## src/logic/fpec_defines.svh

```systemverilog
// Register offsets, field positions, reset values and timing counts of the flash control block.
// Operation
// - Write-enable bit 0 blocks all program and erase; 1 permits them.
// - Program-setup bit 1 enters program setup state; 0 cancels it.
// - Program mode only while write-enable, setup and pulse all 1; pulse clear cancels.
// - Erase-verify bit 1 enters erase-verify mode; 0 cancels it.
// - Program-verify bit 1 enters program-verify mode; 0 cancels it.
// - Inhibit bits 7,5,3,1 allow a write to the bit below only when written 0.
// - Counter write-enable 1 permits counter writes; otherwise counter writes are ignored.
// - Control write-enable 1 permits writes to watchdog-on and overflow flag.
// - Watchdog-on 1 enables counting and overflow detection; 0 disables the watchdog.
// - Counter overflow raises an internal reset and sets the overflow flag.
// - Counter is 8-bit up-counter on selected clock, default system clock over 8192.
// - Clock-select 0 picks system clock over 8192; 1 picks subclock over 32.
`ifndef FPEC_DEFINES_SVH
`define FPEC_DEFINES_SVH
// Register indices; each register is one 32-bit word at four times its index on the bus.
`define FPEC_IDX_FLASH_CTRL   16'hf020
`define FPEC_IDX_WD_CTRL      16'hffc0
`define FPEC_IDX_WD_COUNT     16'hffc1
`define FPEC_IDX_PORT_MODE2   16'hffe0
`define FPEC_IDX_IRQ_STATUS   16'hff00
`define FPEC_IDX_IRQ_MASK     16'hff04
`define FPEC_OFS_FLASH_CTRL   {`FPEC_IDX_FLASH_CTRL, 2'b00}
`define FPEC_OFS_WD_CTRL      {`FPEC_IDX_WD_CTRL, 2'b00}
`define FPEC_OFS_WD_COUNT     {`FPEC_IDX_WD_COUNT, 2'b00}
`define FPEC_OFS_PORT_MODE2   {`FPEC_IDX_PORT_MODE2, 2'b00}
`define FPEC_OFS_IRQ_STATUS   {`FPEC_IDX_IRQ_STATUS, 2'b00}
`define FPEC_OFS_IRQ_MASK     {`FPEC_IDX_IRQ_MASK, 2'b00}
`define FPEC_FC_WREN          6
`define FPEC_FC_ESETUP        5
`define FPEC_FC_PSETUP        4
`define FPEC_FC_EVFY          3
`define FPEC_FC_PVFY          2
`define FPEC_FC_E             1
`define FPEC_FC_P             0
`define FPEC_WD_CNT_WE        6
`define FPEC_WD_CTL_WE        4
`define FPEC_WD_ON            2
`define FPEC_WD_FLAG          0
`define FPEC_PM2_CKS          2
`define FPEC_FC_RESET         8'h00
`define FPEC_WD_CTRL_RESET    8'haa
`define FPEC_WD_COUNT_RESET   8'h00
`define FPEC_PM2_RESET        8'h00
`define FPEC_SYS_DIV          8192
`define FPEC_SUB_DIV          32
`define FPEC_RST_PULSE_CYC    8'h08
`endif

```

## src/logic/fpec_pkg.sv

```systemverilog
// Types shared by the flash control block.
package fpec_pkg;
  typedef enum logic [1:0] {
    FPEC_IDLE   = 2'b00,
    FPEC_SETUP  = 2'b01,
    FPEC_PROG   = 2'b10,
    FPEC_VERIFY = 2'b11
  } fpec_mode_t;
endpackage : fpec_pkg

```

## src/logic/fpec_top.sv

```systemverilog
// Flash program/erase control registers and write-protected watchdog behind an APB slave.
`timescale 1ns/1ps
`include "fpec_defines.svh"
module fpec_top
  import fpec_pkg::*;
#(
  parameter int SYS_DIV = `FPEC_SYS_DIV,
  parameter int SUB_DIV = `FPEC_SUB_DIV
) (
  // Clock and reset.
  input  wire logic        i_clk,
  input  wire logic        i_rst_n,
  // Subclock tick, one cycle per subclock period, synchronous to i_clk.
  input  wire logic        i_sub_tick,
  // APB slave.
  input  wire logic        i_psel,
  input  wire logic        i_penable,
  input  wire logic        i_pwrite,
  input  wire logic [17:0] i_paddr,
  input  wire logic [31:0] i_pwdata,
  output logic      [31:0] o_prdata,
  output logic             o_pready,
  output logic             o_pslverr,
  // Flash mode outputs.
  output logic             o_program_mode,
  output logic             o_erase_mode,
  output logic             o_program_setup,
  output logic             o_erase_verify,
  output logic             o_program_verify,
  output fpec_mode_t       o_mode,
  // Watchdog and interrupt.
  output logic             o_wd_reset,
  output logic             o_irq
);
  logic [7:0]  flash_control_1;
  logic [7:0]  watchdog_control_status;
  logic [7:0]  watchdog_counter;
  logic [7:0]  port_mode_two;
  logic [1:0]  irq_status;
  logic [1:0]  irq_mask;
  logic [12:0] prescale;
  logic [7:0]  rst_cnt;
  logic        wd_tick;
  logic        overflow;
  logic        wr_acc;
  logic        rd_acc;
  logic        addr_hit;
  logic        software_write_enable;
  logic        watchdog_on;
  logic        next_prog;
  logic        next_erase;
  fpec_mode_t  next_mode;

  // Access phase completes in one cycle since pready is registered from the setup phase.
  assign wr_acc   = i_psel & i_penable & o_pready & i_pwrite;
  assign rd_acc   = i_psel & i_penable & o_pready & ~i_pwrite;
  assign addr_hit = (i_paddr == `FPEC_OFS_FLASH_CTRL) | (i_paddr == `FPEC_OFS_WD_CTRL) |
                    (i_paddr == `FPEC_OFS_WD_COUNT) | (i_paddr == `FPEC_OFS_PORT_MODE2) |
                    (i_paddr == `FPEC_OFS_IRQ_STATUS) | (i_paddr == `FPEC_OFS_IRQ_MASK);

  assign software_write_enable = flash_control_1[`FPEC_FC_WREN];
  assign watchdog_on           = watchdog_control_status[`FPEC_WD_ON];

  always_ff @(posedge i_clk or negedge i_rst_n) begin
    if (!i_rst_n) begin
      o_pready  <= 1'b0;
      o_pslverr <= 1'b0;
    end else begin
      o_pready  <= i_psel & ~i_penable;
      o_pslverr <= i_psel & ~i_penable & ~addr_hit;
    end
  end

  always_ff @(posedge i_clk or negedge i_rst_n) begin
    if (!i_rst_n) begin
      o_prdata <= 32'h0000_0000;
    end else if (i_psel & ~i_penable & ~i_pwrite) begin
      case (i_paddr)
        `FPEC_OFS_FLASH_CTRL: o_prdata <= {24'h000000, flash_control_1};
        `FPEC_OFS_WD_CTRL:    o_prdata <= {24'h000000, watchdog_control_status};
        `FPEC_OFS_WD_COUNT:   o_prdata <= {24'h000000, watchdog_counter};
        `FPEC_OFS_PORT_MODE2: o_prdata <= {24'h000000, port_mode_two};
        `FPEC_OFS_IRQ_STATUS: o_prdata <= {30'h00000000, irq_status};
        `FPEC_OFS_IRQ_MASK:   o_prdata <= {30'h00000000, irq_mask};
        default:              o_prdata <= 32'h0000_0000;
      endcase
    end
  end

  // Flash control register bits 6:0 are plain read/write and bit 7 always reads 0; mode gating happens below.
  always_ff @(posedge i_clk or negedge i_rst_n) begin
    if (!i_rst_n) begin
      flash_control_1 <= `FPEC_FC_RESET;
    end else if (wr_acc && i_paddr == `FPEC_OFS_FLASH_CTRL) begin
      flash_control_1 <= {1'b0, i_pwdata[6:0]};
    end
  end

  always_comb begin
    next_prog  = software_write_enable & flash_control_1[`FPEC_FC_PSETUP]
               & flash_control_1[`FPEC_FC_P];
    next_erase = software_write_enable & flash_control_1[`FPEC_FC_ESETUP]
               & flash_control_1[`FPEC_FC_E];
    if (next_prog | next_erase) begin
      next_mode = FPEC_PROG;
    end else if (flash_control_1[`FPEC_FC_PVFY] | flash_control_1[`FPEC_FC_EVFY]) begin
      next_mode = FPEC_VERIFY;
    end else if (flash_control_1[`FPEC_FC_PSETUP] | flash_control_1[`FPEC_FC_ESETUP]) begin
      next_mode = FPEC_SETUP;
    end else begin
      next_mode = FPEC_IDLE;
    end
  end

  always_ff @(posedge i_clk or negedge i_rst_n) begin
    if (!i_rst_n) begin
      o_program_mode   <= 1'b0;
      o_erase_mode     <= 1'b0;
      o_program_setup  <= 1'b0;
      o_erase_verify   <= 1'b0;
      o_program_verify <= 1'b0;
      o_mode           <= FPEC_IDLE;
    end else begin
      o_program_mode   <= next_prog;
      o_erase_mode     <= next_erase;
      o_program_setup  <= software_write_enable & flash_control_1[`FPEC_FC_PSETUP];
      o_erase_verify   <= flash_control_1[`FPEC_FC_EVFY];
      o_program_verify <= flash_control_1[`FPEC_FC_PVFY];
      o_mode           <= next_mode;
    end
  end

  always_ff @(posedge i_clk or negedge i_rst_n) begin
    if (!i_rst_n) begin
      port_mode_two <= `FPEC_PM2_RESET;
    end else if (wr_acc && i_paddr == `FPEC_OFS_PORT_MODE2) begin
      port_mode_two <= i_pwdata[7:0];
    end
  end

  // Prescaler: one tick per SYS_DIV system clocks or per SUB_DIV subclock ticks.
  always_ff @(posedge i_clk or negedge i_rst_n) begin
    if (!i_rst_n) begin
      prescale <= 13'h0000;
      wd_tick  <= 1'b0;
    end else if (!watchdog_on) begin
      prescale <= 13'h0000;
      wd_tick  <= 1'b0;
    end else if (port_mode_two[`FPEC_PM2_CKS]) begin
      wd_tick  <= i_sub_tick && (prescale >= 13'(SUB_DIV - 1));
      if (i_sub_tick) begin
        prescale <= (prescale >= 13'(SUB_DIV - 1)) ? 13'h0000 : prescale + 13'h0001;
      end
    end else begin
      // Wrap at the divider, not at the counter width, so a shortened divider still works.
      wd_tick  <= (prescale >= 13'(SYS_DIV - 1));
      prescale <= (prescale >= 13'(SYS_DIV - 1)) ? 13'h0000 : prescale + 13'h0001;
    end
  end

  assign overflow = watchdog_on & wd_tick & (watchdog_counter == 8'hff);

  // Counter writes need the counter write-enable already set to 1 by an earlier control write,
  // which itself needs its inhibit bit written 0.
  always_ff @(posedge i_clk or negedge i_rst_n) begin
    if (!i_rst_n) begin
      watchdog_counter <= `FPEC_WD_COUNT_RESET;
    end else if (wr_acc && i_paddr == `FPEC_OFS_WD_COUNT
                 && watchdog_control_status[`FPEC_WD_CNT_WE]) begin
      watchdog_counter <= i_pwdata[7:0];
    end else if (watchdog_on && wd_tick) begin
      watchdog_counter <= watchdog_counter + 8'h01;
    end
  end

  always_ff @(posedge i_clk or negedge i_rst_n) begin
    if (!i_rst_n) begin
      watchdog_control_status <= `FPEC_WD_CTRL_RESET;
    end else begin
      if (wr_acc && i_paddr == `FPEC_OFS_WD_CTRL) begin
        watchdog_control_status[7] <= i_pwdata[7];
        watchdog_control_status[5] <= i_pwdata[5];
        watchdog_control_status[3] <= i_pwdata[3];
        watchdog_control_status[1] <= i_pwdata[1];
        if (!i_pwdata[7]) watchdog_control_status[6] <= i_pwdata[6];
        if (!i_pwdata[5]) watchdog_control_status[4] <= i_pwdata[4];
        if (!i_pwdata[3] && watchdog_control_status[`FPEC_WD_CTL_WE]) begin
          watchdog_control_status[2] <= i_pwdata[2];
        end
        if (!i_pwdata[1] && watchdog_control_status[`FPEC_WD_CTL_WE]) begin
          watchdog_control_status[0] <= i_pwdata[0];
        end
      end
      if (overflow) watchdog_control_status[`FPEC_WD_FLAG] <= 1'b1;
    end
  end

  // Internal reset pulse of fixed length; registers are not cleared so software can see the flag.
  always_ff @(posedge i_clk or negedge i_rst_n) begin
    if (!i_rst_n) begin
      rst_cnt    <= 8'h00;
      o_wd_reset <= 1'b0;
    end else begin
      if (overflow) begin
        rst_cnt <= `FPEC_RST_PULSE_CYC;
      end else if (rst_cnt != 8'h00) begin
        rst_cnt <= rst_cnt - 8'h01;
      end
      o_wd_reset <= overflow | (rst_cnt > 8'h01);
    end
  end

  // Status bit 0: watchdog overflow, bit 1: program pulse started. Set wins over clear.
  always_ff @(posedge i_clk or negedge i_rst_n) begin
    if (!i_rst_n) begin
      irq_status <= 2'b00;
      irq_mask   <= 2'b00;
      o_irq      <= 1'b0;
    end else begin
      if (wr_acc && i_paddr == `FPEC_OFS_IRQ_MASK) irq_mask <= i_pwdata[1:0];
      irq_status <= (irq_status & ~((wr_acc && i_paddr == `FPEC_OFS_IRQ_STATUS) ?
                    i_pwdata[1:0] : 2'b00)) | {next_prog & ~o_program_mode, overflow};
      o_irq      <= |(irq_status & irq_mask);
    end
  end
endmodule : fpec_top

```

## config.mk

```make
export PLATFORM = sky130hd
export DESIGN_NAME = fpec_top
export DESIGN_NICKNAME = d
export VERILOG_FILES = /design/src/logic/fpec_pkg.sv /design/src/logic/fpec_top.sv
export VERILOG_INCLUDE_DIRS = /design/src /design/src/logic
export SDC_FILE = /design/constraint.sdc
export NUM_CORES = 1
export LEC_CHECK = 0
export BUFFER_PORTS_ARGS = -buffer_cell sky130_fd_sc_hd__buf_2
export CAP_MARGIN = 20
export CORE_ASPECT_RATIO = 1.2
export CORE_MARGIN = 2
export CORE_UTILIZATION = 35
export DETAILED_ROUTE_END_ITERATION = 12
export GPL_TIMING_DRIVEN = 0
export SLEW_MARGIN = 20
export SYNTH_ARGS = -nofsm -noshare
export SYNTH_HDL_FRONTEND = slang
export SYNTH_SLANG_ARGS = --single-unit
export TNS_END_PERCENT = 50
```

## constraint.sdc

```tcl
create_clock -name i_clk -period 2.9 [get_ports i_clk]
set_input_delay 0.58 -clock i_clk [delete_from_list [all_inputs] [get_ports i_clk]]
set_output_delay 0.58 -clock i_clk [all_outputs]
set_load 0.05 [all_outputs]
```

[Word-level counts from Yosys, hierarchy flattened]
Index checks and enable logic that the tools add are counted.
Storage, ports and cells
  word-level logic and storage cells: 112
  bits in registers: 100
  output and inout bits: 43
  bits of input ports: 56
Operators by class
  magnitude comparators: 3
  muxes and demuxes: 19
  add/subtract/negate cells: 3
  bitwise logic cells: 32
  reduce and logical (&&, ||, !) cells: 23
  equal/unequal tests: 8
Operators with widths (count)
  $eq 18x18->1 const B: 6
  $mux 13: 5
  $pmux 8 s6: 1
  $mux 8: 4
  $add 13x1->13 const B: 1
  $and 1x1->1: 13
  $ge 13x13->1 const B: 1
  $ge 13x5->1 const B: 1
  $logic_and 1x1->1: 11
  $or 1x1->1: 9
  $add 8x1->8 const B: 1
  $eq 8x8->1 const B: 1
  $gt 8x1->1 const B: 1
  $reduce_and 2->1: 4
  $reduce_bool 2->1: 4
  $reduce_bool 8->1: 1
  $sub 8x1->8 const B: 1
  $mux 1: 6
  $mux 2: 3
  $not 1->1: 6
  $and 2x2->2: 2
  $ne 3x3->1 const B: 1
  $logic_not 1->1: 2
  $not 2->2: 1
  other kinds (2): 2

[Logic depth before layout (Yosys ltp)]
  depth in word-level cells: 8
  mapped depth: 7
  gate-level depth less buffers: 6

[Least setup slack after synthesis]
Ideal clock, no wire load.
  kind: input to register
  start: in i_paddr[1]
  end: reg watchdog_control_status[2]
  stages: 5
  slack: 0.614 ns
  required time: 2.775 ns
  path buffers: 0
  library setup time: 0.125 ns
  data arrival time: 2.161 ns
  path through: or4_4 -> nor3_1 -> nand4_2 -> nor3b_2 -> mux2_2
Between the ends
  longest elaborated chain between the ends: 3
RTL lines
  start: declaration: RTL line fpec_top.sv:19  | input wire logic [17:0] i_paddr,
  $eq 18x18->1 (no source line)
  $logic_and 1x1->1 (no source line)
  $reduce_and 2->1 (no source line)
  end signal: assignment: RTL line fpec_top.sv:178  | watchdog_control_status <= `FPEC_WD_CTRL_RESET;
  end signal: assignment: RTL line fpec_top.sv:188  | watchdog_control_status[2] <= i_pwdata[2];
  end: declaration: RTL line fpec_top.sv:36  | logic [7:0] watchdog_control_status;
No other way between the ends.
A chain may end at the register's enable or synchronous reset.

[Worst setup path after layout]
Same ends and word-level chain as after synthesis.

==> impl_summary.txt <==
----------------------------------------------------
[Timing]
  Transition at the pin with the smallest max-transition slack ... approximately 810 ps
  Relative max-transition margin ... a little under half
  Maximum clock skew at final layout ... between 8 and 9 ps
  Minimum clock period ... around 2300 ps
  Accumulated negative setup slack ... 0 ps
  Timing-limited maximum frequency ... around 0.44 GHz
  Worst slack on hold paths ... 211 ps
  Final critical-path share of the clock period ... about four fifths
  Hold Fails Final Rpt ... 0
  Final slew viol count ... 0
  Setup repair after global routing missed its margin ... false
  Final setup fails ... 0

[Flow run]
  Maximum Capacitance Violations ... 0

[Power]
  Highest ir drop seen on vdd ... ~0.26 mV
  PwrDens ... between 500 and 600 nW/um^2
  Leakage power ... around 2.2 nW

[Setup path]
  Crit start category ... input port
  Ordered cell list for the critical path ... buf_2, or4_4, nor3_1, nand4_2, nor3b_2, mux2_2
  Worst reg2reg path endpoint ... watchdog_control_status[0]$_DFFE_PN0P_
  Worst endpoint data arrival time ... about 2500 ps
  Worst setup EP type ... flop
  Max stage delay on crit path ... between 500 and 600 ps
  Setup Crit Path Kind ... input port to flop
  Startpoint of the most critical register-to-register path ... o_pready$_DFF_PN0_
  Worst-path fanout max ... 7
  Critical-path cell with the highest stage delay ... sky130_fd_sc_hd__or4_4
  Data required time of the critical path ... roughly 3100 ps
  Flop2flop setup slack ... roughly 860 ps
  Depth of the worst register-to-register path ... 6

[Yosys]
  Number of warnings issued by yosys ... 0
  Cell Area, Synth ... between 3000 and 4000 sq um
  Compound-cell area share of the yosys netlist ... 8.08%
  Commonest register cell after synthesis ... sky130_fd_sc_hd__dfrtp_1
  Avg Inst Size Synth ... roughly 10 sq um
  Post-Synthesis Cells ... around 380
  Largest family of logic cells by synthesized area ... simple AND/OR/NAND/NOR gates
  Count of unique library cells instantiated by Yosys ... between 50 and 60
  EDFF count, synth ... 0
  Cell accounting for the most synthesized area ... sky130_fd_sc_hd__dfrtp_1
  Share of the synthesized netlist area taken by xor and xnor gates ... under 10%
  Synthesized flop and latch total ... 76
  Fraction of synthesized area in multiplexers ... under 10%
  Largest cells by area after synthesis ... sky130_fd_sc_hd__dfrtp_1, sky130_fd_sc_hd__mux2_2, sky130_fd_sc_hd__buf_4, sky130_fd_sc_hd__nor2_1, sky130_fd_sc_hd__dfstp_2
  Proportion of synthesized chip area in sequential cells ... between 40 and 50%
  Adder and majority gate portion of the synthesized area ... roughly 1.3%
  Fraction of post-synthesis cell area in the top cell type by area ... 45.6%
  Async SR Flop Fraction ... between 90% and 100%
  Simple-gate share of the synthesized area ... between 20% and 30%

[Place]
  Detailed Place HPWL ... between 6000 and 7000 um
  PortBufs ... 48
  Last weighted congestion value of the routability-driven placer ... 0.811

[Clocking]
  Number of clock buffers inserted by TritonCTS ... 9
  Source-to-sink clock delay at the later pin of the worst-skew pair ... about 330 ps
  Cell at the root of the clock tree ... sky130_fd_sc_hd__clkbuf_16
  Clock slew at the register clock pins of the worst setup and hold paths ... around 60 ps
  Post-CTS repair timing setup buffer count ... 0
  TritonCTS clock tree ... yes
  Number of cells upsized or downsized after cts ... 0
  Total of hold buffers inserted after clock tree synthesis ... 0
  Deepest clock path buffer count ... 2
  Clock sink count ... 76
  CTS H-Tree Depth ... 3

[Drt]
  Drt first-iter violations ... 184
  First-pass iteration count of the detailed router ... 4
  Wirelength, routed ... around 9000 um
  Via Count ... 3,035
  Antenna Violating Nets Remaining ... 0
  Routed WL per cell ... roughly 15 um
  Number of remaining DRC errors ... 0
  Post-DR vias/cell ... 5.08

[Global routing]
  GRT Residual Overflow ... 0
  First-pass GRT wire length ... ~15,000 um
  Aggregate global-route resource usage ... about 16%
  Maximum number of pins on one net before global-route repair ... 40
  Antenna violations before repair ... 0
  Number of global-route vias before repair ... between 2,000 and 3,000

[Die]
  Die width ... ~100 um
  Starting density of the core ... approximately 36%
  Die Area ... roughly 12,000 sq um
  Placeable Area ... ~11,000 sq um
  IO Pins ... roughly 100
  Standard-cell rows ... 42
  Die H ... 120 um

[Finish]
  Antenna diode count ... 0
  Number of nets in the layout ... 520
  Share of post-route cells with drive strength above 1 ... 29.5%
  Util after Layout ... between 40% and 50%
  Area added between synthesis and finish ... 21.1%

[Status]
  Outcome ... completed

[Min path]
  Kind of path behind the tightest hold check ... input port to asynchronous set/reset pin

----------------------------------------------------
==> metal layers <==
layer,up-vias,wire [um],part of all wire (%),GRT usage (%)
met2,65,4440,50,26.0
met4,0,151,1.7,5.83
li1,1484,-,-,-
met5,-,0,0,0
met1,1477,3940,44,20.0
met3,9,337,3.8,3.18
==> cell usage in the layout (no fill, tap or decap), types with 3 or more instances in the layout <==
cell                        count
sky130_fd_sc_hd__o31ai_1        3
sky130_fd_sc_hd__and3_1        10
sky130_fd_sc_hd__a21oi_1       18
sky130_fd_sc_hd__or2_2          3
sky130_fd_sc_hd__a222oi_1       3
sky130_fd_sc_hd__buf_2         48
sky130_fd_sc_hd__nand4_1        8
sky130_fd_sc_hd__nand2_1       26
sky130_fd_sc_hd__and4_1         4
sky130_fd_sc_hd__or4_1          3
sky130_fd_sc_hd__nand3b_1       4
sky130_fd_sc_hd__inv_1          7
sky130_fd_sc_hd__dfstp_2        4
sky130_fd_sc_hd__o21ai_0        6
sky130_fd_sc_hd__clkbuf_16      9
sky130_fd_sc_hd__xnor2_1        9
sky130_fd_sc_hd__nor4_1         8
sky130_fd_sc_hd__nand3_1       10
sky130_fd_sc_hd__nor3_1         5
sky130_fd_sc_hd__conb_1        24
sky130_fd_sc_hd__mux2_2        32
sky130_fd_sc_hd__nor2b_1        4
sky130_fd_sc_hd__a31oi_1        3
sky130_fd_sc_hd__a32oi_1        4
sky130_fd_sc_hd__nor2_1        43
sky130_fd_sc_hd__dfrtp_1       72
sky130_fd_sc_hd__ha_1           4
sky130_fd_sc_hd__xor2_1        12
sky130_fd_sc_hd__buf_4         26
sky130_fd_sc_hd__clkbuf_1      11
==> through the flow <==
stage / cell area [sq um] / instances / total power (W) / worst slack, ps
2_1_floorplan: 4040 / 400 / 0.00131 / 614
3_3_place_gp: 4440 / 580 / 0.00139 / 275
3_5_place_dp: 4460 / 581 / 0.00140 / 269
4_1_cts: 4780 / 597 / 0.00258 / 614
5_1_grt: 4780 / 597 / 0.00265 / 507
6_report: 4780 / 597 / 0.00255 / 602
==> where the power goes <==
part	switching, W	leakage (nW)	internal [W]
clock network	0.000427	0.149	0.000753
registers	0.0000108	0.982	0.00108
logic	0.000211	1.08	0.0000728
==> final cells by class <==
cell class | count | area, sq um
fill | 1086 | 6250
timing repair buffer | 49 | 263
tap | 132 | 165
clock inverter | 6 | 88.8
buffer | 36 | 230
sequential | 76 | 1910
multi-input combinational | 281 | 1870
clock buffer | 10 | 229
inverter | 7 | 26.3
==> logic make-up after synthesis <==
group	after synthesis
AOI/OAI and AO/OA	48
xor gates and xnor gates	21
adders and majority gates	4
buffers and inverters	43
DFF	76
muxes	34
other	1
and+or+nand+nor	150
==> worst max-delay path: cells and delay by family <==
kind                   cells  cell delay (ps)
muxes                      1              350
and+or+nand+nor            4             1490
buffers and inverters      1               90
==> synthesized netlist by cell type, drive strengths merged (5+ instances only) <==
master  number
nand4        9
nor4         9
nand3       11
nor3         5
nand2       26
buf         26
dfrtp       72
clkbuf      10
nor2        44
inv          7
o21ai        6
a21oi       18
and3        10
xor2        12
mux2        32
or4          5
xnor2        9
==> worst max path at each step <==
stage,slack (ps),end,from,cells after the start
floorplan,610,watchdog_control_status[2]$_DFFE_PN0P_,i_paddr[1],5
global placement,280,watchdog_control_status[2]$_DFFE_PN0P_,i_paddr[1],6
detailed placement,270,watchdog_control_status[2]$_DFFE_PN0P_,i_paddr[1],6
CTS,610,watchdog_control_status[2]$_DFFE_PN0P_,i_paddr[1],6
global route,510,watchdog_counter[7]$_DFFE_PN0P_,i_paddr[1],7
finish,600,watchdog_control_status[2]$_DFFE_PN0P_,i_paddr[1],6
==> sequential cells by signal, indices dropped and copies added (netlist names) <==
register / flops
irq_status: 2
o_prdata: 8
o_erase_mode: 1
prescale: 13
watchdog_control_status: 8
irq_mask: 2
o_pslverr: 1
watchdog_counter: 8
wd_tick: 1
o_erase_verify: 1
o_mode: 2
flash_control_1: 7
o_program_mode: 1
port_mode_two: 8
o_pready: 1
rst_cnt: 8
o_irq: 1
o_program_verify: 1
o_program_setup: 1
o_wd_reset: 1
Note: power is estimated with default switching activity, not from simulation.
